--- config.mk ---
export PLATFORM = sky130hd
export DESIGN_NAME = tsf_top
export DESIGN_NICKNAME = d
export VERILOG_FILES = /design/src/hw/tsf_pkg.sv /design/src/hw/tsf_timer.sv /design/src/hw/tsf_sync.sv /design/src/hw/tsf_top.sv
export SDC_FILE = /design/constraint.sdc
export NUM_CORES = 1
export LEC_CHECK = 0
export ABC_AREA = 1
export BUFFER_PORTS_ARGS = -buffer_cell sky130_fd_sc_hd__buf_2
export CAP_MARGIN = 10
export CORE_MARGIN = 10
export CORE_UTILIZATION = 60
export DETAILED_ROUTE_END_ITERATION = 10
export PLACE_DENSITY_LB_ADDON = 0.15
export SKIP_CTS_REPAIR_TIMING = 1
export SLEW_MARGIN = 20
export SYNTH_ARGS = -nofsm -noshare
export SYNTH_HDL_FRONTEND = slang
export SYNTH_HIERARCHICAL = 1
export SYNTH_SLANG_ARGS = --single-unit
--- constraint.sdc ---
create_clock -name aclk -period 2.6 [get_ports aclk]
set_input_delay 0 -clock aclk [delete_from_list [all_inputs] [get_ports aclk]]
set_output_delay 0 -clock aclk [all_outputs]
set_load 0.01 [all_outputs]
--- src/hw/tsf_pkg.sv ---
// What this block does
// - Addressing an absent drive sets bit 18; it interrupts when enabled.
// - Missing-drive flag clears only by reset or writing one, not by commands.
// - Bit 16 is the OR of drive attention bits; interrupts when enabled.
// - Attention summary ignores writes; drops only when every drive is clear.
// - Bit 13 sets when any transfer ends, normal or aborted; interrupts.
// - Bit 12 sets when a transfer aborts; interrupts when enabled.
// - Bits 13..0 clear by reset, valid transfer command, or writing one.
// - Write-check mismatch sets bit 10 or 9 and aborts the transfer.
// - Missed header, sector or buffer drain sets bit 8; interrupts.
// - Selected drive fault (drive status bit 14) sets bit 7, aborts.
// - Internal buffer parity error sets bit 6 and aborts the transfer.
// - Map read parity error during transfer sets bit 5 and aborts.
// - Bus error confirmation on issued command sets bit 3 and aborts.
// - Read data tagged substitute sets bit 2 and aborts the transfer.
// - No bus ACK or error within 102.4 us of arbitration sets bit 1, aborts.
// - Read data not back within 102.4 us after command sets bit 0, aborts.
// - Read-only bit 31 sets on accepted transfer, clears when it ends.
// - Starting a transfer while one is busy sets misuse bit 19.
package tsf_pkg;
    localparam logic [7:0] ADDR_STATUS = 8'h00;
    localparam logic [7:0] ADDR_CONTROL = 8'h04;
    localparam int BIT_BUSY = 31;
    localparam int BIT_MISUSE = 19;
    localparam int BIT_MISSING = 18;
    localparam int BIT_ATTENTION_SUMMARY = 16;
    localparam int BIT_DONE = 13;
    localparam int BIT_ABORT = 12;
    localparam int BIT_WCU = 10;
    localparam int BIT_WCL = 9;
    localparam int BIT_MISSED = 8;
    localparam int BIT_FAULT = 7;
    localparam int BIT_BUFPAR = 6;
    localparam int BIT_MAPPAR = 5;
    localparam int BIT_ECONF = 3;
    localparam int BIT_SUBST = 2;
    localparam int BIT_SEQTO = 1;
    localparam int BIT_RDTO = 0;
    localparam int BIT_IE = 0;
    localparam int DRIVE_FAULT_BIT = 14;
    // Write-one-to-clear transfer flags, bits 13..0
    localparam logic [31:0] XFER_MASK = 32'h0000_37ef;
    localparam logic [31:0] W1C_MASK = 32'h000c_37ef;
    localparam logic [31:0] STATUS_RESET = 32'h0000_0000;
    localparam logic [1:0] RESP_OKAY = 2'b00;
    localparam logic [1:0] RESP_SLVERR = 2'b10;
    localparam int CLK_MHZ_X10 = 400;
    localparam int TIMEOUT_NS_X10 = 1024000;
    // Longest time rounds down: 102.4 us at 40 MHz
    localparam int TIMEOUT_CYCLES = (TIMEOUT_NS_X10 / 10) * CLK_MHZ_X10
        / 10000;
endpackage

--- src/hw/tsf_timer.sv ---
`timescale 1ns/1ps
module tsf_timer
    import tsf_pkg::*;
#(
    parameter int LIMIT = TIMEOUT_CYCLES
) (
    // Clock and reset
    input wire logic aclk,
    input wire logic aresetn,
    input wire logic ce,
    // Control
    input wire logic run,
    output logic expired
);
    logic [15:0] count;

    // Counts while run is high; one pulse when the limit is reached
    always_ff @(posedge aclk) begin
        if (!aresetn) begin
            count <= 16'h0000;
            expired <= 1'b0;
        end else if (ce) begin
            expired <= 1'b0;
            if (!run) begin
                count <= 16'h0000;
            end else if (count == 16'(LIMIT - 1)) begin
                expired <= 1'b1;
                count <= 16'h0000;
            end else begin
                count <= count + 16'h0001;
            end
        end
    end
endmodule

--- src/hw/tsf_sync.sv ---
`timescale 1ns/1ps
module tsf_sync #(
    parameter int WIDTH = 1
) (
    // Clock and reset
    input wire logic aclk,
    input wire logic aresetn,
    input wire logic ce,
    // Data
    input wire logic [WIDTH-1:0] d,
    output logic [WIDTH-1:0] q
);
    logic [WIDTH-1:0] meta;

    always_ff @(posedge aclk) begin
        if (!aresetn) begin
            meta <= '0;
            q <= '0;
        end else if (ce) begin
            meta <= d;
            q <= meta;
        end
    end
endmodule

--- src/hw/tsf_top.sv ---
// Decided for this implementation: the address map and register access over AXI4-Lite.
`timescale 1ns/1ps
module tsf_top
    import tsf_pkg::*;
#(
    parameter int DRIVES = 8,
    parameter int TIMEOUT = TIMEOUT_CYCLES
) (
    // Clock, reset, enable
    input wire logic aclk,
    input wire logic aresetn,
    input wire logic ce,
    // AXI4-Lite write address
    input wire logic [7:0] s_axi_awaddr,
    input wire logic s_axi_awvalid,
    output logic s_axi_awready,
    // AXI4-Lite write data
    input wire logic [31:0] s_axi_wdata,
    input wire logic [3:0] s_axi_wstrb,
    input wire logic s_axi_wvalid,
    output logic s_axi_wready,
    // AXI4-Lite write response
    output logic [1:0] s_axi_bresp,
    output logic s_axi_bvalid,
    input wire logic s_axi_bready,
    // AXI4-Lite read address
    input wire logic [7:0] s_axi_araddr,
    input wire logic s_axi_arvalid,
    output logic s_axi_arready,
    // AXI4-Lite read data
    output logic [31:0] s_axi_rdata,
    output logic [1:0] s_axi_rresp,
    output logic s_axi_rvalid,
    input wire logic s_axi_rready,
    // Transfer engine events, same clock, one-cycle pulses
    input wire logic xfer_start,
    input wire logic xfer_finish,
    input wire logic absent_drive,
    input wire logic wc_upper_mismatch,
    input wire logic wc_lower_mismatch,
    input wire logic missed_transfer,
    input wire logic buffer_parity_err,
    input wire logic map_parity_err,
    input wire logic bus_error_confirm,
    input wire logic read_substitute_tag,
    // Bus sequencing, same clock, levels and pulses
    input wire logic arbitration_start,
    input wire logic bus_ack,
    input wire logic read_seq_done,
    input wire logic read_data_back,
    // Drives, asynchronous pins
    input wire logic [DRIVES-1:0] drive_attention,
    input wire logic [15:0] drive_status_register,
    // Status to the engine
    output logic xfer_busy,
    output logic xfer_abort,
    output logic irq
);
    logic [DRIVES-1:0] attention_summary_sync;
    logic [15:0] dstat_sync;
    logic missing_drive_flag;
    logic attention_summary;
    logic transfer_done_flag;
    logic transfer_abort_flag;
    logic write_check_upper_mismatch;
    logic write_check_lower_mismatch;
    logic missed_transfer_flag;
    logic drive_fault_flag;
    logic buffer_parity_fault;
    logic map_parity_fault;
    logic bus_error_confirm_flag;
    logic read_substitute_tag_flag;
    logic interface_sequence_timeout;
    logic read_return_timeout;
    logic program_misuse_flag;
    logic interrupt_enable_bit;
    logic seq_wait;
    logic rd_wait;
    logic seq_expired;
    logic rd_expired;
    logic fault_seen;
    logic abort_cause;
    logic accept;
    logic misuse;
    logic [31:0] status_word;
    logic [31:0] clr;
    logic aw_held;
    logic w_held;
    logic [7:0] aw_addr;
    logic [31:0] w_data;
    logic [3:0] w_strb;
    logic do_write;

    tsf_sync #(
        .WIDTH(DRIVES + 16)
    ) u_sync (
        .aclk(aclk),
        .aresetn(aresetn),
        .ce(ce),
        .d({drive_attention, drive_status_register}),
        .q({attention_summary_sync, dstat_sync})
    );

    // Waits: arbitration until ACK or error, read sequence until data back
    always_ff @(posedge aclk) begin
        if (!aresetn) begin
            seq_wait <= 1'b0;
            rd_wait <= 1'b0;
        end else if (ce) begin
            if (bus_ack || bus_error_confirm || xfer_abort || !xfer_busy) begin
                seq_wait <= 1'b0;
            end else if (arbitration_start) begin
                seq_wait <= 1'b1;
            end
            if (read_data_back || xfer_abort || !xfer_busy) begin
                rd_wait <= 1'b0;
            end else if (read_seq_done) begin
                rd_wait <= 1'b1;
            end
        end
    end

    tsf_timer #(
        .LIMIT(TIMEOUT)
    ) u_seq_timer (
        .aclk(aclk),
        .aresetn(aresetn),
        .ce(ce),
        .run(seq_wait),
        .expired(seq_expired)
    );

    tsf_timer #(
        .LIMIT(TIMEOUT)
    ) u_rd_timer (
        .aclk(aclk),
        .aresetn(aresetn),
        .ce(ce),
        .run(rd_wait),
        .expired(rd_expired)
    );

    assign fault_seen = xfer_busy && dstat_sync[DRIVE_FAULT_BIT];
    assign accept = xfer_start && !xfer_busy;
    assign misuse = xfer_start && xfer_busy;

    // Any error that ends the transfer early
    assign abort_cause = xfer_busy && (wc_upper_mismatch
        || wc_lower_mismatch || fault_seen || buffer_parity_err
        || map_parity_err || bus_error_confirm || read_substitute_tag
        || seq_expired || rd_expired);
    assign xfer_abort = abort_cause;

    // AXI4-Lite write: address and data taken in either order
    assign s_axi_awready = !aw_held && !s_axi_bvalid;
    assign s_axi_wready = !w_held && !s_axi_bvalid;
    assign do_write = ce && aw_held && w_held && !s_axi_bvalid;

    always_ff @(posedge aclk) begin
        if (!aresetn) begin
            aw_held <= 1'b0;
            aw_addr <= 8'h00;
        end else if (ce) begin
            if (s_axi_awvalid && s_axi_awready) begin
                aw_held <= 1'b1;
                aw_addr <= s_axi_awaddr;
            end else if (do_write) begin
                aw_held <= 1'b0;
            end
        end
    end

    always_ff @(posedge aclk) begin
        if (!aresetn) begin
            w_held <= 1'b0;
            w_data <= 32'h0000_0000;
            w_strb <= 4'h0;
        end else if (ce) begin
            if (s_axi_wvalid && s_axi_wready) begin
                w_held <= 1'b1;
                w_data <= s_axi_wdata;
                w_strb <= s_axi_wstrb;
            end else if (do_write) begin
                w_held <= 1'b0;
            end
        end
    end

    always_ff @(posedge aclk) begin
        if (!aresetn) begin
            s_axi_bvalid <= 1'b0;
            s_axi_bresp <= RESP_OKAY;
        end else if (ce) begin
            if (do_write) begin
                s_axi_bvalid <= 1'b1;
                if (aw_addr == ADDR_STATUS || aw_addr == ADDR_CONTROL) begin
                    s_axi_bresp <= RESP_OKAY;
                end else begin
                    s_axi_bresp <= RESP_SLVERR;
                end
            end else if (s_axi_bready) begin
                s_axi_bvalid <= 1'b0;
            end
        end
    end

    // Byte-lane masked write-one-to-clear, zeros leave bits alone
    always_comb begin
        clr = 32'h0000_0000;
        if (do_write && aw_addr == ADDR_STATUS) begin
            clr = w_data & W1C_MASK & {{8{w_strb[3]}}, {8{w_strb[2]}},
                {8{w_strb[1]}}, {8{w_strb[0]}}};
        end
    end

    always_ff @(posedge aclk) begin
        if (!aresetn) begin
            interrupt_enable_bit <= 1'b0;
        end else if (ce && do_write && aw_addr == ADDR_CONTROL
            && w_strb[0]) begin
            interrupt_enable_bit <= w_data[BIT_IE];
        end
    end

    always_ff @(posedge aclk) begin
        if (!aresetn) begin
            xfer_busy <= 1'b0;
        end else if (ce) begin
            if (accept) begin
                xfer_busy <= 1'b1;
            end else if (xfer_finish || abort_cause) begin
                xfer_busy <= 1'b0;
            end
        end
    end

    // Set wins over a clear in the same cycle
    always_ff @(posedge aclk) begin
        if (!aresetn) begin
            missing_drive_flag <= 1'b0;
            program_misuse_flag <= 1'b0;
        end else if (ce) begin
            if (absent_drive) begin
                missing_drive_flag <= 1'b1;
            end else if (clr[BIT_MISSING]) begin
                missing_drive_flag <= 1'b0;
            end
            if (misuse) begin
                program_misuse_flag <= 1'b1;
            end else if (clr[BIT_MISUSE]) begin
                program_misuse_flag <= 1'b0;
            end
        end
    end

    always_ff @(posedge aclk) begin
        if (!aresetn) begin
            attention_summary <= 1'b0;
        end else if (ce) begin
            attention_summary <= |attention_summary_sync;
        end
    end

    // Transfer flags; set beats clear, command accept clears
    always_ff @(posedge aclk) begin
        if (!aresetn) begin
            transfer_done_flag <= 1'b0;
            transfer_abort_flag <= 1'b0;
            write_check_upper_mismatch <= 1'b0;
            write_check_lower_mismatch <= 1'b0;
            missed_transfer_flag <= 1'b0;
            drive_fault_flag <= 1'b0;
            buffer_parity_fault <= 1'b0;
            map_parity_fault <= 1'b0;
            bus_error_confirm_flag <= 1'b0;
            read_substitute_tag_flag <= 1'b0;
            interface_sequence_timeout <= 1'b0;
            read_return_timeout <= 1'b0;
        end else if (ce) begin
            transfer_done_flag <= (xfer_busy && (xfer_finish || abort_cause))
                || (transfer_done_flag && !accept && !clr[BIT_DONE]);
            transfer_abort_flag <= abort_cause
                || (transfer_abort_flag && !accept && !clr[BIT_ABORT]);
            write_check_upper_mismatch <= (xfer_busy && wc_upper_mismatch)
                || (write_check_upper_mismatch && !accept
                && !clr[BIT_WCU]);
            write_check_lower_mismatch <= (xfer_busy && wc_lower_mismatch)
                || (write_check_lower_mismatch && !accept
                && !clr[BIT_WCL]);
            missed_transfer_flag <= (xfer_busy && missed_transfer)
                || (missed_transfer_flag && !accept
                && !clr[BIT_MISSED]);
            drive_fault_flag <= fault_seen
                || (drive_fault_flag && !accept && !clr[BIT_FAULT]);
            buffer_parity_fault <= (xfer_busy && buffer_parity_err)
                || (buffer_parity_fault && !accept
                && !clr[BIT_BUFPAR]);
            map_parity_fault <= (xfer_busy && map_parity_err)
                || (map_parity_fault && !accept && !clr[BIT_MAPPAR]);
            bus_error_confirm_flag <= (xfer_busy && bus_error_confirm)
                || (bus_error_confirm_flag && !accept
                && !clr[BIT_ECONF]);
            read_substitute_tag_flag <= (xfer_busy && read_substitute_tag)
                || (read_substitute_tag_flag && !accept
                && !clr[BIT_SUBST]);
            interface_sequence_timeout <= (xfer_busy && seq_expired)
                || (interface_sequence_timeout && !accept
                && !clr[BIT_SEQTO]);
            read_return_timeout <= (xfer_busy && rd_expired)
                || (read_return_timeout && !accept
                && !clr[BIT_RDTO]);
        end
    end

    // Unlisted positions stay zero
    always_comb begin
        status_word = STATUS_RESET;
        status_word[BIT_BUSY] = xfer_busy;
        status_word[BIT_MISUSE] = program_misuse_flag;
        status_word[BIT_MISSING] = missing_drive_flag;
        status_word[BIT_ATTENTION_SUMMARY] = attention_summary;
        status_word[BIT_DONE] = transfer_done_flag;
        status_word[BIT_ABORT] = transfer_abort_flag;
        status_word[BIT_WCU] = write_check_upper_mismatch;
        status_word[BIT_WCL] = write_check_lower_mismatch;
        status_word[BIT_MISSED] = missed_transfer_flag;
        status_word[BIT_FAULT] = drive_fault_flag;
        status_word[BIT_BUFPAR] = buffer_parity_fault;
        status_word[BIT_MAPPAR] = map_parity_fault;
        status_word[BIT_ECONF] = bus_error_confirm_flag;
        status_word[BIT_SUBST] = read_substitute_tag_flag;
        status_word[BIT_SEQTO] = interface_sequence_timeout;
        status_word[BIT_RDTO] = read_return_timeout;
    end

    always_ff @(posedge aclk) begin
        if (!aresetn) begin
            irq <= 1'b0;
        end else if (ce) begin
            irq <= interrupt_enable_bit && (missing_drive_flag
                || attention_summary || transfer_done_flag
                || transfer_abort_flag || missed_transfer_flag);
        end
    end

    // AXI4-Lite read, one outstanding
    assign s_axi_arready = !s_axi_rvalid;
    always_ff @(posedge aclk) begin
        if (!aresetn) begin
            s_axi_rvalid <= 1'b0;
            s_axi_rdata <= 32'h0000_0000;
            s_axi_rresp <= RESP_OKAY;
        end else if (ce) begin
            if (s_axi_arvalid && s_axi_arready) begin
                s_axi_rvalid <= 1'b1;
                s_axi_rresp <= RESP_OKAY;
                if (s_axi_araddr == ADDR_STATUS) begin
                    s_axi_rdata <= status_word;
                end else if (s_axi_araddr == ADDR_CONTROL) begin
                    s_axi_rdata <= {31'h0000_0000, interrupt_enable_bit};
                end else begin
                    s_axi_rdata <= 32'h0000_0000;
                    s_axi_rresp <= RESP_SLVERR;
                end
            end else if (s_axi_rready) begin
                s_axi_rvalid <= 1'b0;
            end
        end
    end
endmodule

## Yosys cells after proc, flatten, opt, wreduce, memory -nomap -nowiden

Cells that the tools add are included.

| storage, ports and cells | value |
|---|---|
| register bits | 173 |

| cells by class | value |
|---|---|
| bitwise logic cells | 1 |
| reductions and logical operators | 125 |
| $add $sub $neg | 2 |
| multiplexer cells | 31 |
| equality and inequality tests | 4 |

Operators with widths:

| operator | number |
|---|---|
| 16-bit two-way mux | 4 |
| 1-bit logical AND | 51 |
| 16-bit by 1-bit adder with 16-bit output (second input constant) | 2 |
| 16-bit by 12-bit == test with 1-bit output (second input constant) | 2 |
| 32-bit two-way mux | 1 |
| 1-bit logical OR | 31 |
| 2-bit AND reduction | 13 |
| 1-bit two-way mux | 22 |
| 20-bit AND | 1 |
| 20-bit two-way mux | 1 |
| 1-bit zero test | 18 |
| 2-bit nonzero test | 9 |
| 8-bit by 3-bit == test with 1-bit output (second input constant) | 2 |
| 8-bit zero test | 2 |
| 8-bit OR reduction | 1 |
| 2-bit two-way mux | 3 |

## Depth between registers and ports, before layout

Gate-level depths: netlist of run 1.

| depth | value |
|---|---|
| depth in word-level cells | 13 |
| depth in mapped cells | 9 |

## Cells and area by module

The synthesis of run 1 kept the hierarchy.

By module, submodules not included:

| module | cells each | times used | sequential area each (µm²) | area an instance (µm²) |
|---|---|---|---|---|
| tsf_top | 457 | 1 | 1341.3 | 3099.2 |
| tsf_sync | 304 | 1 | 960.9 | 1975.6 |
| tsf_timer | 130 | 2 | 340.3 | 930.9 |

## Least setup slack after synthesis of run 1

Ideal clock, no wire load.

| timing path | value |
|---|---|
| path kind | register -> register |
| start | register u_rd_timer.count[0] |
| end | register u_rd_timer.count[10] |
| setup time | 0.117 ns |
| clock period less this slack | 1.307 ns |
| buffers on the path | 1 |
| cell stages (with the launch flop) | 10 |
| data arrival time | 1.189 ns |
| slack | 1.293 ns |
| path through | dfxtp_1 ha_1 nand2_2 nor2_1 nand3_1 o21ai_1 nand2_1 nand2_2 buf_6 nor2_1 |

| on the way | value |
|---|---|
| cells in the longest elaborated chain, start to end | 3 |
| elaborated cells between the ends (all ways) | 4 |
| those cells by class | add/sub (1); eq/ne (1); mux (2) |

Ends and longest elaborated chain:

| element | line | text |
|---|---|---|
| start, declared | tsf_timer.sv:15 | `logic [15:0] count;` |
| start signal, assigned | tsf_timer.sv:30 | `count <= count + 16'h0001;` |
| 16-bit by 1-bit adder with 16-bit output or 16-bit by 12-bit == test with 1-bit output (tied branches) | tsf_timer.sv:30, tsf_timer.sv:26 |  |
| 16-bit two-way mux * | tsf_timer.sv:26 | `end else if (count == 16'(LIMIT - 1)) begin` |
| 16-bit two-way mux * | tsf_timer.sv:24 | `if (!run) begin` |

Mark *: on every way between the ends. The rest lies on a longest branch, timed or not.
A chain may end at the register's enable or synchronous reset.

## Worst setup path in the final report of run 1

| timing path | value |
|---|---|
| start | input s_axi_araddr[6] |
| end | register s_axi_rdata[0] |

| on the way | value |
|---|---|
| cells in the longest elaborated chain, start to end | 3 |
| elaborated cells between the ends (all ways) | 4 |
| those cells by class | eq/ne (1); mux (2); reduce/logical (1) |

Ends and longest elaborated chain:

| element | line | text |
|---|---|---|
| start, declared | tsf_top.sv:27 | `input wire logic [7:0] s_axi_araddr,` |
| 8-bit by 3-bit == test with 1-bit output | tsf_top.sv:359 | `end else if (s_axi_araddr == ADDR_CONTROL) begin` |
| 1-bit two-way mux | tsf_top.sv:359 |  |
| 32-bit two-way mux * | tsf_top.sv:357 | `if (s_axi_araddr == ADDR_STATUS) begin` |
| end signal, assigned | tsf_top.sv:358 | `s_axi_rdata <= status_word;` |
| end signal, assigned | tsf_top.sv:360 | `s_axi_rdata <= {31'h0000_0000, interrupt_enable_bit};` |
| end, declared | tsf_top.sv:31 | `output logic [31:0] s_axi_rdata,` |

Marks and branches as above.

==> results of run 1 <==
## routing by layer
| metal | share of wire, % | GRT usage (%) |
|---|---|---|
| met2 | 48 | 32.0 |
| met5 | 0 | 0 |
| met4 | 1.9 | 7.26 |
| met3 | 6.8 | 6.04 |
| met1 | 43 | 24.6 |
## layout by cell type (no fill, tap or decap), drive strengths merged, types with 13 or more instances in the layout
cell	count
buf	92
nor2	191
dfxtp	119
nand2	199
a21oi	51
inv	78
nand4	13
dlygate4sd3	60
o21ai	58
xor2	16
clkbuf	18
conb	18
nand3	43
## power by group
group / switching (mW) / total, mW / internal (mW)
Combinational: 0.263 / 0.453 / 0.190
Sequential: 0.0539 / 1.96 / 1.90
Clock: 0.926 / 2.24 / 1.32
Total: 1.24 / 4.66 / 3.41
## registers in the layout, indices dropped and copies added, names as in the netlist, 3 cells and up
| signal | flops |
|---|---|
| s_axi_rdata | 16 |
| u_rd_timer/count | 16 |
| u_seq_timer/count | 16 |
| w_data | 14 |
| u_sync/meta | 9 |
| u_sync/q | 9 |
| aw_addr | 8 |
| w_strb | 3 |
## layout make-up
class	count	area (µm²)
clock buffer	18	428
clock inverter	14	138
fill	686	2050
inverter	70	268
multi-input combinational	608	2790
sequential	119	2380
tap	129	161
timing repair buffer	152	1070
## stage by stage
| step | power [mW] | area (µm²) | hold WS (ns) | utilization (%) | instances |
|---|---|---|---|---|---|
| after floorplan | 2.27 | 5810 | 0.142 | - | 854 |
| after global placement | 2.35 | 6060 | 0.247 | 65.3 | 1018 |
| after detailed placement | 2.37 | 6060 | 0.255 | 65.3 | 1018 |
| after CTS | 4.59 | 6630 | -0.291 | 71.4 | 1050 |
| after global routing | 4.84 | 7230 | -0.0187 | 77.9 | 1110 |
| final | 4.66 | 7230 | -0.0271 | 77.9 | 1110 |
## critical path: cells and delay by family
family | cells | cell delay (ns)
buffers and inverters | 6 | 2.50
AOI/OAI and AO/OA | 1 | 0.15
and+or+nand+nor | 3 | 0.30
## final timing paths
check / startpoint / endpoint / slack (ns) / cells after the start
worst min-delay path: s_axi_araddr[4] / s_axi_rdata[3] / -0.03 / 6
worst min register to register: u_sync/meta[19] / u_sync/meta[19] / 0.47 / 2
worst max-delay path: s_axi_araddr[6] / s_axi_rdata[0] / 0.1 / 10
worst max register to register: xfer_busy / seq_wait / 0.35 / 8
==> results.py, run 1 <==
metrics = {
    "sta": {
        "min_period_over_period_pct": 96.2,
        "relSlewSlack_pct": 42.8,
        "hold_viol_final": 14,
        "fin_skew_ns": 0.00967,
        "worst_slew_pin_slew_ns": 0.855,
        "setup-violations-final": 0,
        "worst_slack_ns": 0.0977,
        "hold_slack_ns": -0.0271,
        "fin_tns_setup_ns": 0,
        "fin_crit_ns": 2.50,
        "fmax_mhz": 400,
        "finalMaxSlewViolations": 0,
        "rsz0062_at_grt": "false",
    },
    "worst_setup_path": {
        "crit_arrival_ns": 2.96,
        "worst-setup-path-type": "primary input to flop",
        "max_stage_delay_ns": 0.62,
        "cpMostUsedCell": "dlygate4sd3_1",
        "crit_required_ns": 3.06,
        "crit_slowest_cell": "dlygate4sd3_1",
        "path_cells": "dlygate4sd3_1 > buf_2 > nor2_1 > dlygate4sd3_1 > nand2_1 > dlygate4sd3_1 > inv_1 > nand4_1 > a21oi_1 > dlygate4sd3_1",
        "cp-end-kind": "flop",
        "path_max_fanout": 2,
        "start_kind": "primary input",
    },
    "detailed_routing": {
        "drc": 0,
        "vias": 5645,
        "avgViaCountPerCell": 5.09,
        "drtAntennaViolNets": 0,
        "drtPass1Iterations": 5,
        "wl_per_cell_um": 13.7,
        "drt_iter0_markers": 483,
        "wl_um": 15200,
    },
    "run_status": {
        "status": "finished, violations left",
        "failed_checks": "hold timing",
    },
    "synthesis": {
        "netlist_area_mm2": 0.00575,
        "syn_inst": 837,
        "syn_avg_cell_area_um2": 6.87,
        "yosys_warnings": 6,
    },
    "floorplan": {
        "core_area_mm2": 0.00928,
        "die_area_mm2": 0.0139,
        "ios": 142,
        "initial_core_util_pct": 61.9,
        "dieHeight_um": 118,
        "rows": 35,
        "die_w_um": 118,
    },
    "global_routing": {
        "grt_overflow": 0,
        "antenna_found_initial": 0,
        "grt_pass1_vias": 5209,
        "grt_max_degree": 43,
        "grt_pass1_wl_um": 23400,
        "track_usage_pct": 19.9,
    },
    "layout": {
        "num-nets-final": 1068,
        "diodes": 0,
        "area_growth_pct": 25.8,
        "drive_gt1_share_pct": 16.4,
    },
    "clock_network": {
        "cts_inserted_buffers": 17,
        "clk_root_buffer_cell": "clkbuf_8",
        "clk_latency_ns": 0.53,
        "cts_tree": "done",
        "path_clk_slew_ns": 0.06,
        "cts_buffer_depth": 2,
        "cts.sinks": 119,
        "cts-htree-levels": 4,
    },
    "power_and_ir_drop": {
        "p_leak_nw": 3.12,
        "vdd_drop_max_uv": 489,
        "p_per_area_mw_per_mm2": 644,
    },
    "min_path": {
        "hold_class": "primary input to flop",
    },
    "place": {
        "place_hpwl_um": 9660,
        "place_ws_ns": 0.867,
        "placement.io_buffers": 89,
        "place.gp.congestion": 0.915,
    },
    "run": {
        "drv_cap": 0,
    },
}
Note: power is estimated with default switching activity, not from simulation.
==> run 2: changes to the inputs <==
- CORE_UTILIZATION: 60 -> 40
==> run 2 against run 1 <==
  * The run now ends clean
  * Combinational power fell by 3%
  * Power rose by 3.1%
  * Via count fell by 6.1%
  * Register-to-register slack improved by 0.18 ns
  * Worst hold slack improved by 0.030 ns
  * Maximum frequency rose by 21%
  * Die area rose by 41%
  * Clock skew fell by 0.0025 ns
  * Count of clock-buffer cells in the layout rose by 2
  * Critical path type is now flop to flop
  * Highest routed layer unchanged
==> results.py, run 2 (synthesized netlist as in run 1, its figures left out) <==
metrics = {
    "sta": {
        "fin_tns_setup_ns": 0,
        "fin_crit_ns": 2.07,
        "fin_skew_ns": 0.00718,
        "rsz0062_at_grt": "false",
        "finalMaxSlewViolations": 0,
        "fmax_mhz": 484,
        "min_period_over_period_pct": 79.5,
        "worst_slew_pin_slew_ns": 0.796,
        "hold_viol_final": 0,
        "setup-violations-final": 0,
        "relSlewSlack_pct": 46.9,
        "worst_slack_ns": 0.532,
        "hold_slack_ns": 0.00278,
    },
    "global_routing": {
        "track_usage_pct": 14.4,
        "grt_overflow": 0,
        "grt_pass1_vias": 4869,
        "grt_pass1_wl_um": 23600,
        "antenna_found_initial": 0,
        "grt_max_degree": 47,
    },
    "worst_setup_path": {
        "cpMostUsedCell": "nand2_1",
        "start_kind": "flop",
        "worst-setup-path-type": "flop to flop",
        "cp-end-kind": "flop",
        "crit_required_ns": 2.90,
        "crit_arrival_ns": 2.36,
        "path_cells": "nand2_1 > nand3_1 > nor2_1 > nand2_1 > o21ai_0 > nand2_1 > nor2_1 > dlygate4sd3_1",
        "path_max_fanout": 17,
        "max_stage_delay_ns": 0.69,
        "crit_slowest_cell": "dfxtp_1",
    },
    "detailed_routing": {
        "avgViaCountPerCell": 4.59,
        "wl_um": 14700,
        "wl_per_cell_um": 12.7,
        "drt_iter0_markers": 310,
        "drtAntennaViolNets": 0,
        "drtPass1Iterations": 4,
        "vias": 5298,
        "drc": 0,
    },
    "layout": {
        "fin_area_mm2": 0.00728,
        "fill_cells": 1411,
        "final_cells": 1153,
        "final_cell_mix": "nand2_1, nor2_1, dfxtp_1",
        "num-nets-final": 1060,
        "drive_gt1_share_pct": 16.6,
        "area_growth_pct": 26.6,
        "finish.utilization_pct": 52.0,
        "final_common_cell": "nand2_1",
        "diodes": 0,
        "largestRegisters": "s_axi_rdata: 16 flops, u_rd_timer/count: 16 flops, u_seq_timer/count: 16 flops",
    },
    "floorplan": {
        "ios": 142,
        "die_area_mm2": 0.0196,
        "dieHeight_um": 140,
        "die_w_um": 140,
        "initial_core_util_pct": 41.1,
        "rows": 43,
        "core_area_mm2": 0.0140,
    },
    "clock_network": {
        "cts_buffer_depth": 2,
        "cts_tree": "done",
        "path_clk_slew_ns": 0.06,
        "clk_latency_ns": 0.41,
        "cts.sinks": 119,
        "cts_inserted_buffers": 17,
        "cts-htree-levels": 4,
        "clk_root_buffer_cell": "clkbuf_16",
    },
    "place": {
        "dpl_cell_area_mm2": 0.00615,
        "dp.cells": 1070,
        "place.gp.congestion": 0.816,
        "place_ws_ns": 0.846,
        "place_hpwl_um": 10200,
        "placement.io_buffers": 89,
    },
    "run_status": {
        "status": "finished, final reports clean",
    },
    "power_and_ir_drop": {
        "p_leak_nw": 3.11,
        "vdd_drop_max_uv": 571,
        "power_mw": 4.80,
        "p_per_area_mw_per_mm2": 660,
    },
    "min_path": {
        "hold_class": "primary input to flop",
    },
    "run": {
        "drv_cap": 0,
    },
}
run 2: changes by cell type in the layout (fill, tap and decap cells not counted):
cell           delta
dlygate4sd3_1     -9
clkbuf_8          +1
clkinv_4          +1
bufinv_16         +2
inv_6             -9
clkinv_2          +3
clkinvlp_4        +1
buf_12            +1
clkbuf_16         +1
run 2: routing by layer:
layer | wire length [µm] | GRT usage, % | vias up
met3 | 834 | 5.38 | 9
li1 | - | - | 2848
met5 | 0 | 0 | -
met2 | 6460 | 21.1 | 114
met4 | 167 | 5.65 | 0
met1 | 7210 | 18.8 | 2327
run 2: where the power goes:
group	internal (mW)	switching (mW)
Clock	1.58	0.826
Sequential	1.91	0.0527
Combinational	0.186	0.252
Total	3.67	1.13
run 2: final timing paths:
kind | start | to | slack (ns) | depth (start not counted)
setup / recovery | xfer_busy | rd_wait | 0.53 | 8
hold reg to reg | program_misuse_flag | program_misuse_flag | 0.47 | 2
setup reg to reg | xfer_busy | rd_wait | 0.53 | 8
hold / removal | bus_error_confirm | bus_error_confirm_flag | 0.003 | 5
run 2: final cells by class:
type | count | area (µm²) | area share [%]
Multi-Input combinational cell | 608 | 2790 | 38.3
Sequential cell | 119 | 2380 | 32.7
Timing Repair Buffer | 144 | 998 | 13.7
Clock buffer | 20 | 467 | 6.41
Inverter | 70 | 268 | 3.68
Tap cell | 180 | 225 | 3.10
Clock inverter | 12 | 150 | 2.06
run 2: critical path: cells and delay by family, from the launching register on:
kind	cells	cell delay [ns]
compound gates	1	0.10
flops	1	0.69
buf+inv	1	0.55
simple gates	6	0.63
